$ cat src/design/motor_pkg.sv
/*
 * shared constants and types for the dual full-bridge motor control block:
 * timing counts, register map, event bits and the packed signal groups.
 * assumes a single 20 MHz core clock and synchronous active-high reset.
 */
package motor_pkg;

	// ----------------------------------------------------------------
	// clock and timing
	// ----------------------------------------------------------------
	localparam int CLK_PERIOD_NS = 50;
	localparam int OFF_TIME_NS = 25000;
	localparam int BLANK_TIME_NS = 3000;
	localparam int DEAD_TIME_NS = 50;
	localparam int STANDBY_TIME_MS = 1;
	// off, blanking and dead times round up, none below one cycle; the standby count truncates
	localparam int OFF_CYC = (OFF_TIME_NS + CLK_PERIOD_NS - 1) / CLK_PERIOD_NS;
	localparam int BLANK_CYC = (BLANK_TIME_NS + CLK_PERIOD_NS - 1) / CLK_PERIOD_NS;
	localparam int DEAD_CYC = (DEAD_TIME_NS + CLK_PERIOD_NS - 1) / CLK_PERIOD_NS;
	localparam int STANDBY_CYC = (STANDBY_TIME_MS * 1000000) / CLK_PERIOD_NS;
	localparam int CNT_W = 16;

	// ----------------------------------------------------------------
	// register map
	// ----------------------------------------------------------------
	localparam int ADDR_W = 8;
	localparam int DATA_W = 32;
	localparam logic [7:0] REG_STATUS = 8'h00;
	localparam logic [7:0] REG_CLEAR = 8'h04;
	localparam logic [7:0] REG_IRQ_EN = 8'h08;
	localparam logic [7:0] REG_STATE = 8'h0c;
	localparam logic [7:0] REG_CONTROL = 8'h10;
	localparam logic [1:0] CONTROL_RESET = 2'h3;
	localparam int CTL_EN_A = 0;
	localparam int CTL_EN_B = 1;

	// event bits, shared by status, clear and enable
	localparam int EV_W = 6;
	localparam int EV_OCP_A = 0;
	localparam int EV_OCP_B = 1;
	localparam int EV_THERMAL = 2;
	localparam int EV_LOCKOUT = 3;
	localparam int EV_SBY_ENTER = 4;
	localparam int EV_SBY_EXIT = 5;

	// live state register fields
	localparam int ST_OCP_A = 0;
	localparam int ST_OCP_B = 1;
	localparam int ST_THERMAL = 2;
	localparam int ST_LOCKOUT = 3;
	localparam int ST_STANDBY = 4;
	localparam int ST_PHASE_A = 5;
	localparam int ST_PHASE_B = 8;

	// ----------------------------------------------------------------
	// types
	// ----------------------------------------------------------------
	typedef enum logic [2:0] {
		PH_IDLE = 3'b000,
		PH_DRIVE = 3'b001,
		PH_FAST = 3'b010,
		PH_DEAD = 3'b011,
		PH_SLOW = 3'b100
	} chop_phase_t;

	typedef struct packed {
		logic first;
		logic second;
	} bridge_cmd_t;

	typedef struct packed {
		logic trip;
		logic zero_current;
		logic short_det;
	} bridge_sense_t;

	typedef struct packed {
		logic first_src;
		logic first_snk;
		logic second_src;
		logic second_snk;
	} bridge_gate_t;

endpackage

$ cat src/design/standby_timer.sv
/*
 * idle timer: raises standby once all control inputs stay low past the
 * programmed count; drops it in the cycle after any input goes high.
 * assumes the idle level is already synchronous to the clock.
 */
`timescale 1ns/1ps
module standby_timer #(
	parameter int CYC = 20000,
	parameter int W = 16
) (
	input wire logic core_clk_i,
	input wire logic sys_rst_i,
	input wire logic all_low_i,
	output logic standby_o
);
	logic [W-1:0] cnt_q;

	// count continuous idle cycles, saturating
	always_ff @(posedge core_clk_i) begin
		if (sys_rst_i || !all_low_i) begin
			cnt_q <= '0;
		end else if (cnt_q != W'(CYC)) begin
			cnt_q <= cnt_q + W'(1);
		end
	end

	// enter only after the full idle count has passed
	always_ff @(posedge core_clk_i) begin
		if (sys_rst_i || !all_low_i) begin
			standby_o <= 1'b0;
		end else if (cnt_q == W'(CYC)) begin
			standby_o <= 1'b1;
		end
	end
endmodule // standby_timer

$ cat src/design/bridge_chopper.sv
/*
 * one full bridge: decodes the two control inputs, runs the fixed
 * off-time current chopper with mixed decay, dead time, blanking and
 * synchronous rectification, and registers the four switch enables.
 * assumes trip, zero-current and control levels synchronous to the clock.
 */
`timescale 1ns/1ps
module bridge_chopper
	import motor_pkg::*;
#(
	parameter int OFF = 500,
	parameter int DEAD = 1,
	parameter int BLANK = 60
) (
	input wire logic core_clk_i,
	input wire logic sys_rst_i,
	input wire logic enable_i,
	input motor_pkg::bridge_cmd_t cmd_i,
	input motor_pkg::bridge_sense_t sense_i,
	output motor_pkg::bridge_gate_t gate_o,
	output motor_pkg::chop_phase_t phase_o
);
	localparam int FAST = OFF / 2;

	chop_phase_t ph_q;
	bridge_cmd_t cmd_q;
	logic [CNT_W-1:0] cnt_q;
	logic [CNT_W-1:0] dcnt_q;
	logic sr_q;
	logic drive_cmd;
	logic fwd;
	bridge_gate_t gate_d;

	assign drive_cmd = cmd_i.first ^ cmd_i.second;
	assign fwd = cmd_i.first & ~cmd_i.second;
	assign phase_o = ph_q;

	// chopper sequence: drive, fast, dead, slow, back to drive
	always_ff @(posedge core_clk_i) begin
		if (sys_rst_i || !enable_i) begin
			ph_q <= PH_IDLE;
			cnt_q <= '0;
			dcnt_q <= '0;
		end else if (!drive_cmd) begin
			ph_q <= PH_IDLE;
			cnt_q <= '0;
		end else if (ph_q == PH_IDLE || cmd_i != cmd_q) begin
			ph_q <= PH_DRIVE;
			cnt_q <= '0;
		end else begin
			case (ph_q)
				PH_DRIVE: begin
					if (cnt_q < CNT_W'(BLANK)) begin
						cnt_q <= cnt_q + CNT_W'(1);
					end else if (sense_i.trip) begin
						ph_q <= PH_FAST;
						cnt_q <= '0;
					end
				end
				PH_FAST: begin
					cnt_q <= cnt_q + CNT_W'(1);
					if (cnt_q == CNT_W'(FAST - 1)) begin
						ph_q <= PH_DEAD;
						dcnt_q <= '0;
					end
				end
				PH_DEAD: begin
					cnt_q <= cnt_q + CNT_W'(1);
					dcnt_q <= dcnt_q + CNT_W'(1);
					if (dcnt_q == CNT_W'(DEAD - 1)) begin
						ph_q <= PH_SLOW;
					end
				end
				PH_SLOW: begin
					cnt_q <= cnt_q + CNT_W'(1);
					if (cnt_q >= CNT_W'(OFF - 1)) begin
						ph_q <= PH_DRIVE;
						cnt_q <= '0;
					end
				end
				default: begin
					ph_q <= PH_IDLE;
				end
			endcase
		end
	end

	// remember the command to restart blanking on a change
	always_ff @(posedge core_clk_i) begin
		if (sys_rst_i) begin
			cmd_q <= '0;
		end else begin
			cmd_q <= cmd_i;
		end
	end

	// rectifier armed at each decay start unless current is already zero,
	// dropped at zero current or dead time, so load current never reverses
	always_ff @(posedge core_clk_i) begin
		if (sys_rst_i) begin
			sr_q <= 1'b0;
		end else if (ph_q == PH_DRIVE && cnt_q >= CNT_W'(BLANK) && sense_i.trip &&
				!sense_i.zero_current) begin
			sr_q <= 1'b1;
		end else if (ph_q == PH_DEAD && dcnt_q == CNT_W'(DEAD - 1) &&
				!sense_i.zero_current) begin
			sr_q <= 1'b1;
		end else if (ph_q == PH_DEAD || sense_i.zero_current) begin
			sr_q <= 1'b0;
		end
	end

	// switch decode per phase and direction
	always_comb begin
		gate_d = '0;
		if (enable_i) begin
			case (ph_q)
				PH_FAST: begin
					// opposite diagonal conducts only while rectifying
					gate_d.first_snk = fwd & sr_q;
					gate_d.second_src = fwd & sr_q;
					gate_d.first_src = ~fwd & sr_q;
					gate_d.second_snk = ~fwd & sr_q;
				end
				PH_DEAD: begin
					gate_d = '0;
				end
				PH_SLOW: begin
					gate_d.first_snk = fwd | sr_q;
					gate_d.second_snk = ~fwd | sr_q;
				end
				default: begin
					if (cmd_i.first && cmd_i.second) begin
						gate_d.first_snk = 1'b1;
						gate_d.second_snk = 1'b1;
					end else if (fwd) begin
						gate_d.first_src = 1'b1;
						gate_d.second_snk = 1'b1;
					end else if (drive_cmd) begin
						gate_d.second_src = 1'b1;
						gate_d.first_snk = 1'b1;
					end
					// both low leaves all four off
				end
			endcase
		end
	end

	// registered switch enables
	always_ff @(posedge core_clk_i) begin
		if (sys_rst_i) begin
			gate_o <= '0;
		end else begin
			gate_o <= gate_d;
		end
	end
endmodule // bridge_chopper

$ cat src/design/dual_bridge_motor_control.sv
/*
 * top of the dual full-bridge motor control block: two chopper bridges,
 * idle standby timer, overcurrent, thermal and lockout protection, a small
 * register file with sticky event status and one level interrupt.
 * assumes all pins synchronous to core_clk_i; comparator, short, thermal
 * and lockout indications come from analog monitors outside this logic.
 */
// The placing of the registers and the plain strobed port were left to the implementer.
`timescale 1ns/1ps

module dual_bridge_motor_control
	import motor_pkg::*;
#(
	parameter int STANDBY_COUNT = motor_pkg::STANDBY_CYC,
	parameter int OFF_COUNT = motor_pkg::OFF_CYC,
	parameter int DEAD_COUNT = motor_pkg::DEAD_CYC,
	parameter int BLANK_COUNT = motor_pkg::BLANK_CYC
) (
	input wire logic core_clk_i,
	input wire logic sys_rst_i,
	input wire logic bridge_a_ctrl_first_i,
	input wire logic bridge_a_ctrl_second_i,
	input wire logic bridge_b_ctrl_first_i,
	input wire logic bridge_b_ctrl_second_i,
	input motor_pkg::bridge_sense_t bridge_a_sense_i,
	input motor_pkg::bridge_sense_t bridge_b_sense_i,
	input wire logic over_temp_i,
	input wire logic thermal_recovered_i,
	input wire logic supply_lockout_i,
	input wire logic load_supply_restart_i,
	input wire logic [motor_pkg::ADDR_W-1:0] reg_addr_i,
	input wire logic [motor_pkg::DATA_W-1:0] reg_wdata_i,
	input wire logic reg_we_i,
	input wire logic reg_re_i,
	output logic [motor_pkg::DATA_W-1:0] reg_rdata_o,
	output motor_pkg::bridge_gate_t bridge_a_drive_o,
	output motor_pkg::bridge_gate_t bridge_b_drive_o,
	output logic charge_pump_en_o,
	output logic regulator_en_o,
	output logic standby_o,
	output logic irq_o
);
	import motor_pkg::*;

	// ----------------------------------------------------------------
	// declarations
	// ----------------------------------------------------------------
	bridge_cmd_t cmd_a;
	bridge_cmd_t cmd_b;
	chop_phase_t phase_a;
	chop_phase_t phase_b;
	logic all_low;
	logic standby;
	logic standby_prev_q;
	logic wake_pulse;
	logic sleep_pulse;
	logic ocp_a_q;
	logic ocp_b_q;
	logic thermal_q;
	logic lockout_prev_q;
	logic lockout_rise;
	logic ocp_a_rise;
	logic ocp_b_rise;
	logic thermal_rise;
	logic thermal_prev_q;
	logic ocp_a_prev_q;
	logic ocp_b_prev_q;
	logic fault_clear;
	logic en_a;
	logic en_b;
	logic [1:0] control_q;
	logic [EV_W-1:0] status_q;
	logic [EV_W-1:0] irq_en_q;
	logic [EV_W-1:0] events;
	logic [EV_W-1:0] clear_bits;
	logic [DATA_W-1:0] state_word;
	logic [DATA_W-1:0] rdata_d;
	logic pump_en_q;

	// register address compare, used by every access path
	function automatic logic hit(input logic [ADDR_W-1:0] a, input logic [7:0] off);
		hit = (a == off);
	endfunction

	// ----------------------------------------------------------------
	// control input grouping
	// ----------------------------------------------------------------
	// pack each bridge's pair of control pins
	assign cmd_a.first = bridge_a_ctrl_first_i;
	assign cmd_a.second = bridge_a_ctrl_second_i;
	assign cmd_b.first = bridge_b_ctrl_first_i;
	assign cmd_b.second = bridge_b_ctrl_second_i;

	// idle when all four control pins are low
	assign all_low = ~(bridge_a_ctrl_first_i | bridge_a_ctrl_second_i |
		bridge_b_ctrl_first_i | bridge_b_ctrl_second_i);

	// ----------------------------------------------------------------
	// standby
	// ----------------------------------------------------------------
	// idle timer into low-power standby
	standby_timer #(
		.CYC(STANDBY_COUNT),
		.W(CNT_W)
	) u_standby (
		.core_clk_i(core_clk_i),
		.sys_rst_i(sys_rst_i),
		.all_low_i(all_low),
		.standby_o(standby)
	);

	// edges of standby for fault release and events
	always_ff @(posedge core_clk_i) begin
		if (sys_rst_i) begin
			standby_prev_q <= 1'b0;
		end else begin
			standby_prev_q <= standby;
		end
	end

	assign wake_pulse = standby_prev_q & ~standby;
	assign sleep_pulse = ~standby_prev_q & standby;

	// charge pump and regulator off while asleep; host waits after wake
	always_ff @(posedge core_clk_i) begin
		if (sys_rst_i) begin
			pump_en_q <= 1'b1;
		end else begin
			pump_en_q <= ~standby;
		end
	end

	assign charge_pump_en_o = pump_en_q;
	assign regulator_en_o = pump_en_q;
	assign standby_o = standby_prev_q;

	// ----------------------------------------------------------------
	// protection
	// ----------------------------------------------------------------
	// only wake from standby or a load supply cycle releases an overcurrent fault
	assign fault_clear = wake_pulse | load_supply_restart_i;

	// per-channel overcurrent latch, a new short wins over the clear
	always_ff @(posedge core_clk_i) begin
		if (sys_rst_i) begin
			ocp_a_q <= 1'b0;
		end else if (bridge_a_sense_i.short_det) begin
			ocp_a_q <= 1'b1;
		end else if (fault_clear) begin
			ocp_a_q <= 1'b0;
		end
	end

	always_ff @(posedge core_clk_i) begin
		if (sys_rst_i) begin
			ocp_b_q <= 1'b0;
		end else if (bridge_b_sense_i.short_det) begin
			ocp_b_q <= 1'b1;
		end else if (fault_clear) begin
			ocp_b_q <= 1'b0;
		end
	end

	// thermal shutdown held until the recovery level is reported
	always_ff @(posedge core_clk_i) begin
		if (sys_rst_i) begin
			thermal_q <= 1'b0;
		end else if (over_temp_i) begin
			thermal_q <= 1'b1;
		end else if (thermal_recovered_i) begin
			thermal_q <= 1'b0;
		end
	end

	// bridge enables: control bit, own fault, shared shutdowns
	assign en_a = control_q[CTL_EN_A] & ~ocp_a_q & ~thermal_q &
		~supply_lockout_i & ~standby;
	assign en_b = control_q[CTL_EN_B] & ~ocp_b_q & ~thermal_q &
		~supply_lockout_i & ~standby;

	// ----------------------------------------------------------------
	// bridges
	// ----------------------------------------------------------------
	bridge_chopper #(
		.OFF(OFF_COUNT),
		.DEAD(DEAD_COUNT),
		.BLANK(BLANK_COUNT)
	) u_bridge_a (
		.core_clk_i(core_clk_i),
		.sys_rst_i(sys_rst_i),
		.enable_i(en_a),
		.cmd_i(cmd_a),
		.sense_i(bridge_a_sense_i),
		.gate_o(bridge_a_drive_o),
		.phase_o(phase_a)
	);

	bridge_chopper #(
		.OFF(OFF_COUNT),
		.DEAD(DEAD_COUNT),
		.BLANK(BLANK_COUNT)
	) u_bridge_b (
		.core_clk_i(core_clk_i),
		.sys_rst_i(sys_rst_i),
		.enable_i(en_b),
		.cmd_i(cmd_b),
		.sense_i(bridge_b_sense_i),
		.gate_o(bridge_b_drive_o),
		.phase_o(phase_b)
	);

	// ----------------------------------------------------------------
	// events
	// ----------------------------------------------------------------
	// previous levels for rising-edge events
	always_ff @(posedge core_clk_i) begin
		if (sys_rst_i) begin
			lockout_prev_q <= 1'b0;
			thermal_prev_q <= 1'b0;
			ocp_a_prev_q <= 1'b0;
			ocp_b_prev_q <= 1'b0;
		end else begin
			lockout_prev_q <= supply_lockout_i;
			thermal_prev_q <= thermal_q;
			ocp_a_prev_q <= ocp_a_q;
			ocp_b_prev_q <= ocp_b_q;
		end
	end

	assign lockout_rise = supply_lockout_i & ~lockout_prev_q;
	assign thermal_rise = thermal_q & ~thermal_prev_q;
	assign ocp_a_rise = ocp_a_q & ~ocp_a_prev_q;
	assign ocp_b_rise = ocp_b_q & ~ocp_b_prev_q;

	// event vector in status layout
	always_comb begin
		events = '0;
		events[EV_OCP_A] = ocp_a_rise;
		events[EV_OCP_B] = ocp_b_rise;
		events[EV_THERMAL] = thermal_rise;
		events[EV_LOCKOUT] = lockout_rise;
		events[EV_SBY_ENTER] = sleep_pulse;
		events[EV_SBY_EXIT] = wake_pulse;
	end

	// write to the clear register names bits to drop
	assign clear_bits = (reg_we_i && hit(reg_addr_i, REG_CLEAR)) ?
		reg_wdata_i[EV_W-1:0] : '0;

	// sticky status, a new event beats a clear in the same cycle
	always_ff @(posedge core_clk_i) begin
		if (sys_rst_i) begin
			status_q <= '0;
		end else begin
			status_q <= (status_q & ~clear_bits) | events;
		end
	end

	// level interrupt while any enabled status bit is set
	assign irq_o = |(status_q & irq_en_q);

	// ----------------------------------------------------------------
	// register writes
	// ----------------------------------------------------------------
	// interrupt enable register
	always_ff @(posedge core_clk_i) begin
		if (sys_rst_i) begin
			irq_en_q <= '0;
		end else if (reg_we_i && hit(reg_addr_i, REG_IRQ_EN)) begin
			irq_en_q <= reg_wdata_i[EV_W-1:0];
		end
	end

	// per-bridge enable bits steering the choppers
	always_ff @(posedge core_clk_i) begin
		if (sys_rst_i) begin
			control_q <= CONTROL_RESET;
		end else if (reg_we_i && hit(reg_addr_i, REG_CONTROL)) begin
			control_q <= reg_wdata_i[1:0];
		end
	end

	// ----------------------------------------------------------------
	// register reads
	// ----------------------------------------------------------------
	// live protection and phase state
	always_comb begin
		state_word = '0;
		state_word[ST_OCP_A] = ocp_a_q;
		state_word[ST_OCP_B] = ocp_b_q;
		state_word[ST_THERMAL] = thermal_q;
		state_word[ST_LOCKOUT] = supply_lockout_i;
		state_word[ST_STANDBY] = standby;
		state_word[ST_PHASE_A +: 3] = phase_a;
		state_word[ST_PHASE_B +: 3] = phase_b;
	end

	// read mux; clear register and unmapped offsets read zero
	always_comb begin
		rdata_d = '0;
		if (hit(reg_addr_i, REG_STATUS)) begin
			rdata_d[EV_W-1:0] = status_q;
		end else if (hit(reg_addr_i, REG_IRQ_EN)) begin
			rdata_d[EV_W-1:0] = irq_en_q;
		end else if (hit(reg_addr_i, REG_STATE)) begin
			rdata_d = state_word;
		end else if (hit(reg_addr_i, REG_CONTROL)) begin
			rdata_d[1:0] = control_q;
		end
	end

	// read data valid only in the cycle after the strobe
	always_ff @(posedge core_clk_i) begin
		if (sys_rst_i) begin
			reg_rdata_o <= '0;
		end else if (reg_re_i) begin
			reg_rdata_o <= rdata_d;
		end else begin
			reg_rdata_o <= '0;
		end
	end
endmodule // dual_bridge_motor_control

$ cat config.mk
export PLATFORM = sky130hd
export DESIGN_NAME = dual_bridge_motor_control
export DESIGN_NICKNAME = d
export VERILOG_FILES = /design/src/design/motor_pkg.sv /design/src/design/standby_timer.sv /design/src/design/bridge_chopper.sv /design/src/design/dual_bridge_motor_control.sv
export SDC_FILE = /design/constraint.sdc
export NUM_CORES = 1
export LEC_CHECK = 0
export ABC_AREA = 1
export BUFFER_PORTS_ARGS = -buffer_cell sky130_fd_sc_hd__buf_2
export CAP_MARGIN = 30
export CORE_MARGIN = 1.5
export CORE_UTILIZATION = 26
export CTS_CLUSTER_SIZE = 30
export DETAILED_ROUTE_END_ITERATION = 8
export MAX_ROUTING_LAYER = met4
export PLACE_DENSITY_LB_ADDON = 0.08
export SLEW_MARGIN = 20
export SYNTH_ARGS = -nofsm -noshare
export SYNTH_HDL_FRONTEND = slang
export SYNTH_SLANG_ARGS = --single-unit
export TNS_END_PERCENT = 20
$ cat constraint.sdc
create_clock -name core_clk_i -period 1.6 [get_ports core_clk_i]
set_input_delay 0.08 -clock core_clk_i [delete_from_list [all_inputs] [get_ports core_clk_i]]
set_output_delay 0.08 -clock core_clk_i [all_outputs]
set_load 0.05 [all_outputs]
==> metrics.md <==
| Metric | Value |
|---|---|
| RSZ-0062 raised after global routing | yes |
| CP delay by family, top | simple AND/OR/NAND/NOR gates |
| Async SR Flop Fraction | 0 |
| Area fraction of the dominant cell type after synthesis | 0.363 |
| Die Ht | 172 um |
| Flops & latches, synth | 135 |
| Post-synth cell types | 41 |
| Fmax | 626 MHz |
| Layout Cell Area excl Fill | 10800 sq um |
| Setup CP Type | reg -> reg |
| Post-synth EDFFs | 0 |
| Drt pass-1 iters | 5 |
| CP arrival | 1.97 ns |
| Switching share of total power | 0.272 |
| Routability cong. | 0.793 |
| Nets | 1453 |
| Synth cell count leaders | nand2_1, nor2_1, inv_1 |
| Share of cells above drive strength 1 | 0.320 |
| Share of the yosys chip area belonging to registers | 0.363 |
| Count leader, synth | nand2_1 |
| Clk sinks | 135 |
| Final Skew | 0.0110 ns |
| Total power draw | 7.66 mW |
| Non-Filler Instances | 1766 |
| Period Utilization, post-route | 0.998 |
| Area Growth Syn to Fin | 45.4% |
| Initial antenna violation count | 0 |
| Drt wl/cell | 12.3 um |
| DRC | 0 |
| Setup crit end kind | flop |
| Max FO, Critical Path | 5 |
| Core area | 28000 sq um |
| Routed vias/inst | 4.30 |
| Placed cells | 1698 |
| Tmin final | 1.60 ns |
| HP Start | bridge_b_ctrl_second_i |
| Pin count of the biggest net entering global routing | 25 |
| Ys flop type | dfxtp_1 |
| Post-synthesis cell area | 7450 sq um |
| Clock buffer count from CTS | 17 |
| Worst path required time | 1.98 ns |
| RR Startpoint | u_bridge_a.phase_o[0]$_SDFFE_PP0P_ |
| PortBufs | 54 |
| GRT Residual Overflow | 0 |
| IO Pins | 102 |
| Crit-path cells | inv_2, nor3_4, inv_2, nor2_4, nand2_2, nand2_2, inv_4, buf_4, buf_4, nand4_1, nand3_1, nor2_1 |
| Clk root buf | clkbuf_16 |
| CTS tree | built |
| CP max-delay cell | dfxtp_2 |
| First-pass GRT wire length | 35300 um |
| DPL Wire Length | 16200 um |
| Sequential power share | 0.445 |
| WP buf/inv | 5 |
| Hold WS | 0.0473 ns |
| Starting Density | 0.266 |
| Detail Route Antenna Nets | 0 |
| Max Transition Viols Final | 0 |
| CP Launch Point | u_bridge_a.phase_o[0]$_SDFFE_PP0P_ |
| Mean Syn Cell Area | 6.65 sq um |
| Synth warn | 0 |
| Total GRT Usage | 0.155 |
| Ranking of synthesized cells by area | dfxtp_1, nand2_1, nor2_1 |
| Vias in the first global route | 7242 |
| Post-synth top area cell | dfxtp_1 |
| Clk_lat worst skew | 0.43 ns |
| H-tree depth | 4 |
| Vias | 7595 |
| Worst IR drop on VDD | 0.640 mV |
| Die Wd | 172 um |
| NetSw | 2.09 mW |
| Syn Inst Count | 1121 |
| # rows | 61 |
| N_diodes | 0 |
| CP startpoint kind | flop |
| Biggest cell delay along the critical path | 0.34 ns |
| P_leak | 4.49 nW |
| Comb power frac | 0.068 |
| Worst min path class | in -> reg |
| Area of placed instances | 9280 sq um |
| Setup violators final | 0 |
| Power Dens Cells | 707 nW/um^2 |
| Clk buf depth | 2 |
| Routed wire length | 21800 um |
| Internal Pwr Total | 5.58 mW |
| Status | finished clean |
| Fin. Hold Viols | 0 |
| Clk slew on worst S/H paths | 0.07 ns |
| Power share of the clock group | 0.488 |
| Max Cap Viol | 0 |
| DR iter-0 viols | 240 |
| Fin util | 0.387 |
| Die Area | 29700 sq um |
-- registers in the layout (all words and copies together) (netlist names), 2 cells and up --
name and cells:
u_bridge_b.gate_o 4, u_bridge_a.cmd_q 2, u_bridge_a.dcnt_q 16, u_bridge_b.cnt_q 16, control_q 2, u_bridge_b.phase_o 3
u_bridge_a.phase_o 3, u_bridge_b.cmd_q 2, irq_en_q 6, u_standby.cnt_q 16, status_q 6, u_bridge_a.gate_o 4
u_bridge_a.cnt_q 16, reg_rdata_o 11, u_bridge_b.dcnt_q 16
-- power groups by stage --
stage                     Sequential (mW)  Clock (mW)  Combinational, mW
after floorplan                      3.50           0              0.306
after global placement               3.49           0              0.444
after detailed placement             3.49           0              0.441
after CTS                            3.41        3.87              0.490
after global routing                 3.41        3.98              0.568
final                                3.41        3.74              0.518
-- worst reg2reg max path: cells and delay by family, from the launching register on --
family        cells  cell delay [ns]
flops             1             0.34
simple gates      7             0.72
buf+inv           5             0.49
-- path summary, 6_finish.rpt --
check	cells past startpoint	slack [ns]	endpoint
setup / recovery	12	0.003	u_bridge_a.cnt_q[5]$_SDFFE_PP0P_
hold / removal	3	0.05	u_bridge_b.cmd_q[0]$_SDFF_PP0_
setup reg to reg	12	0.003	u_bridge_a.cnt_q[5]$_SDFFE_PP0P_
hold reg to reg	1	0.43	status_q[3]$_SDFF_PP0_
-- stage by stage --
step	worst slack [ns]	setup TNS, ns
detailed placement	-0.0881	-2.54
global route	-0.113	-1.78
global placement	-0.114	-2.75
floorplan	0.0403	0
CTS	-0.0225	-0.250
finish	0.00265	0
-- layout make-up --
class	count	area (sq um)
inverter	154	611
multi-input combinational	811	4530
clock buffer	17	425
timing repair buffer	257	1950
sequential	135	2740
fill	3019	17200
clock inverter	14	115
tap	378	473
-- layout by cell type (no fill, tap or decap), types with 21 or more instances in the layout --
master	count
nor2_1	154
inv_1	129
a21oi_1	41
nand2_2	26
nor3_1	24
dfxtp_1	113
nand2_1	223
buf_2	52
o21ai_0	34
conb_1	21
nand3_1	80
buf_4	168
-- what timing repair did --
item	4_1_cts	5_1_grt
hold buffers	19	0
endpoints found under the hold margin	17	0
gates resized for setup	33	177
pin swaps	5	47
gates cloned	0	0
buffers inserted	5	13
endpoints found under the setup margin	53	74
-- per-layer routing --
metal / global-route usage / wire (um) / vias up / share of wire
met2: 0.257 / 10400 / 81 / 0.48
met3: 0.0323 / 553 / 13 / 0.025
met5: - / 0 / - / 0
met4: 0.0352 / 174 / 0 / 0.0080
li1: - / - / 4050 / -
met1: 0.193 / 10700 / 3451 / 0.49
-- cell families after synthesis --
kind of cell    Yosys count  synth area share
fa+ha+maj                19            0.0319
buf+inv                 195             0.116
flops                   135             0.363
compound gates          126            0.0935
other cells               1          0.000503
simple gates            618             0.364
xor+xnor                 27            0.0317
No activity file was read; power rests on OpenSTA's default activity.
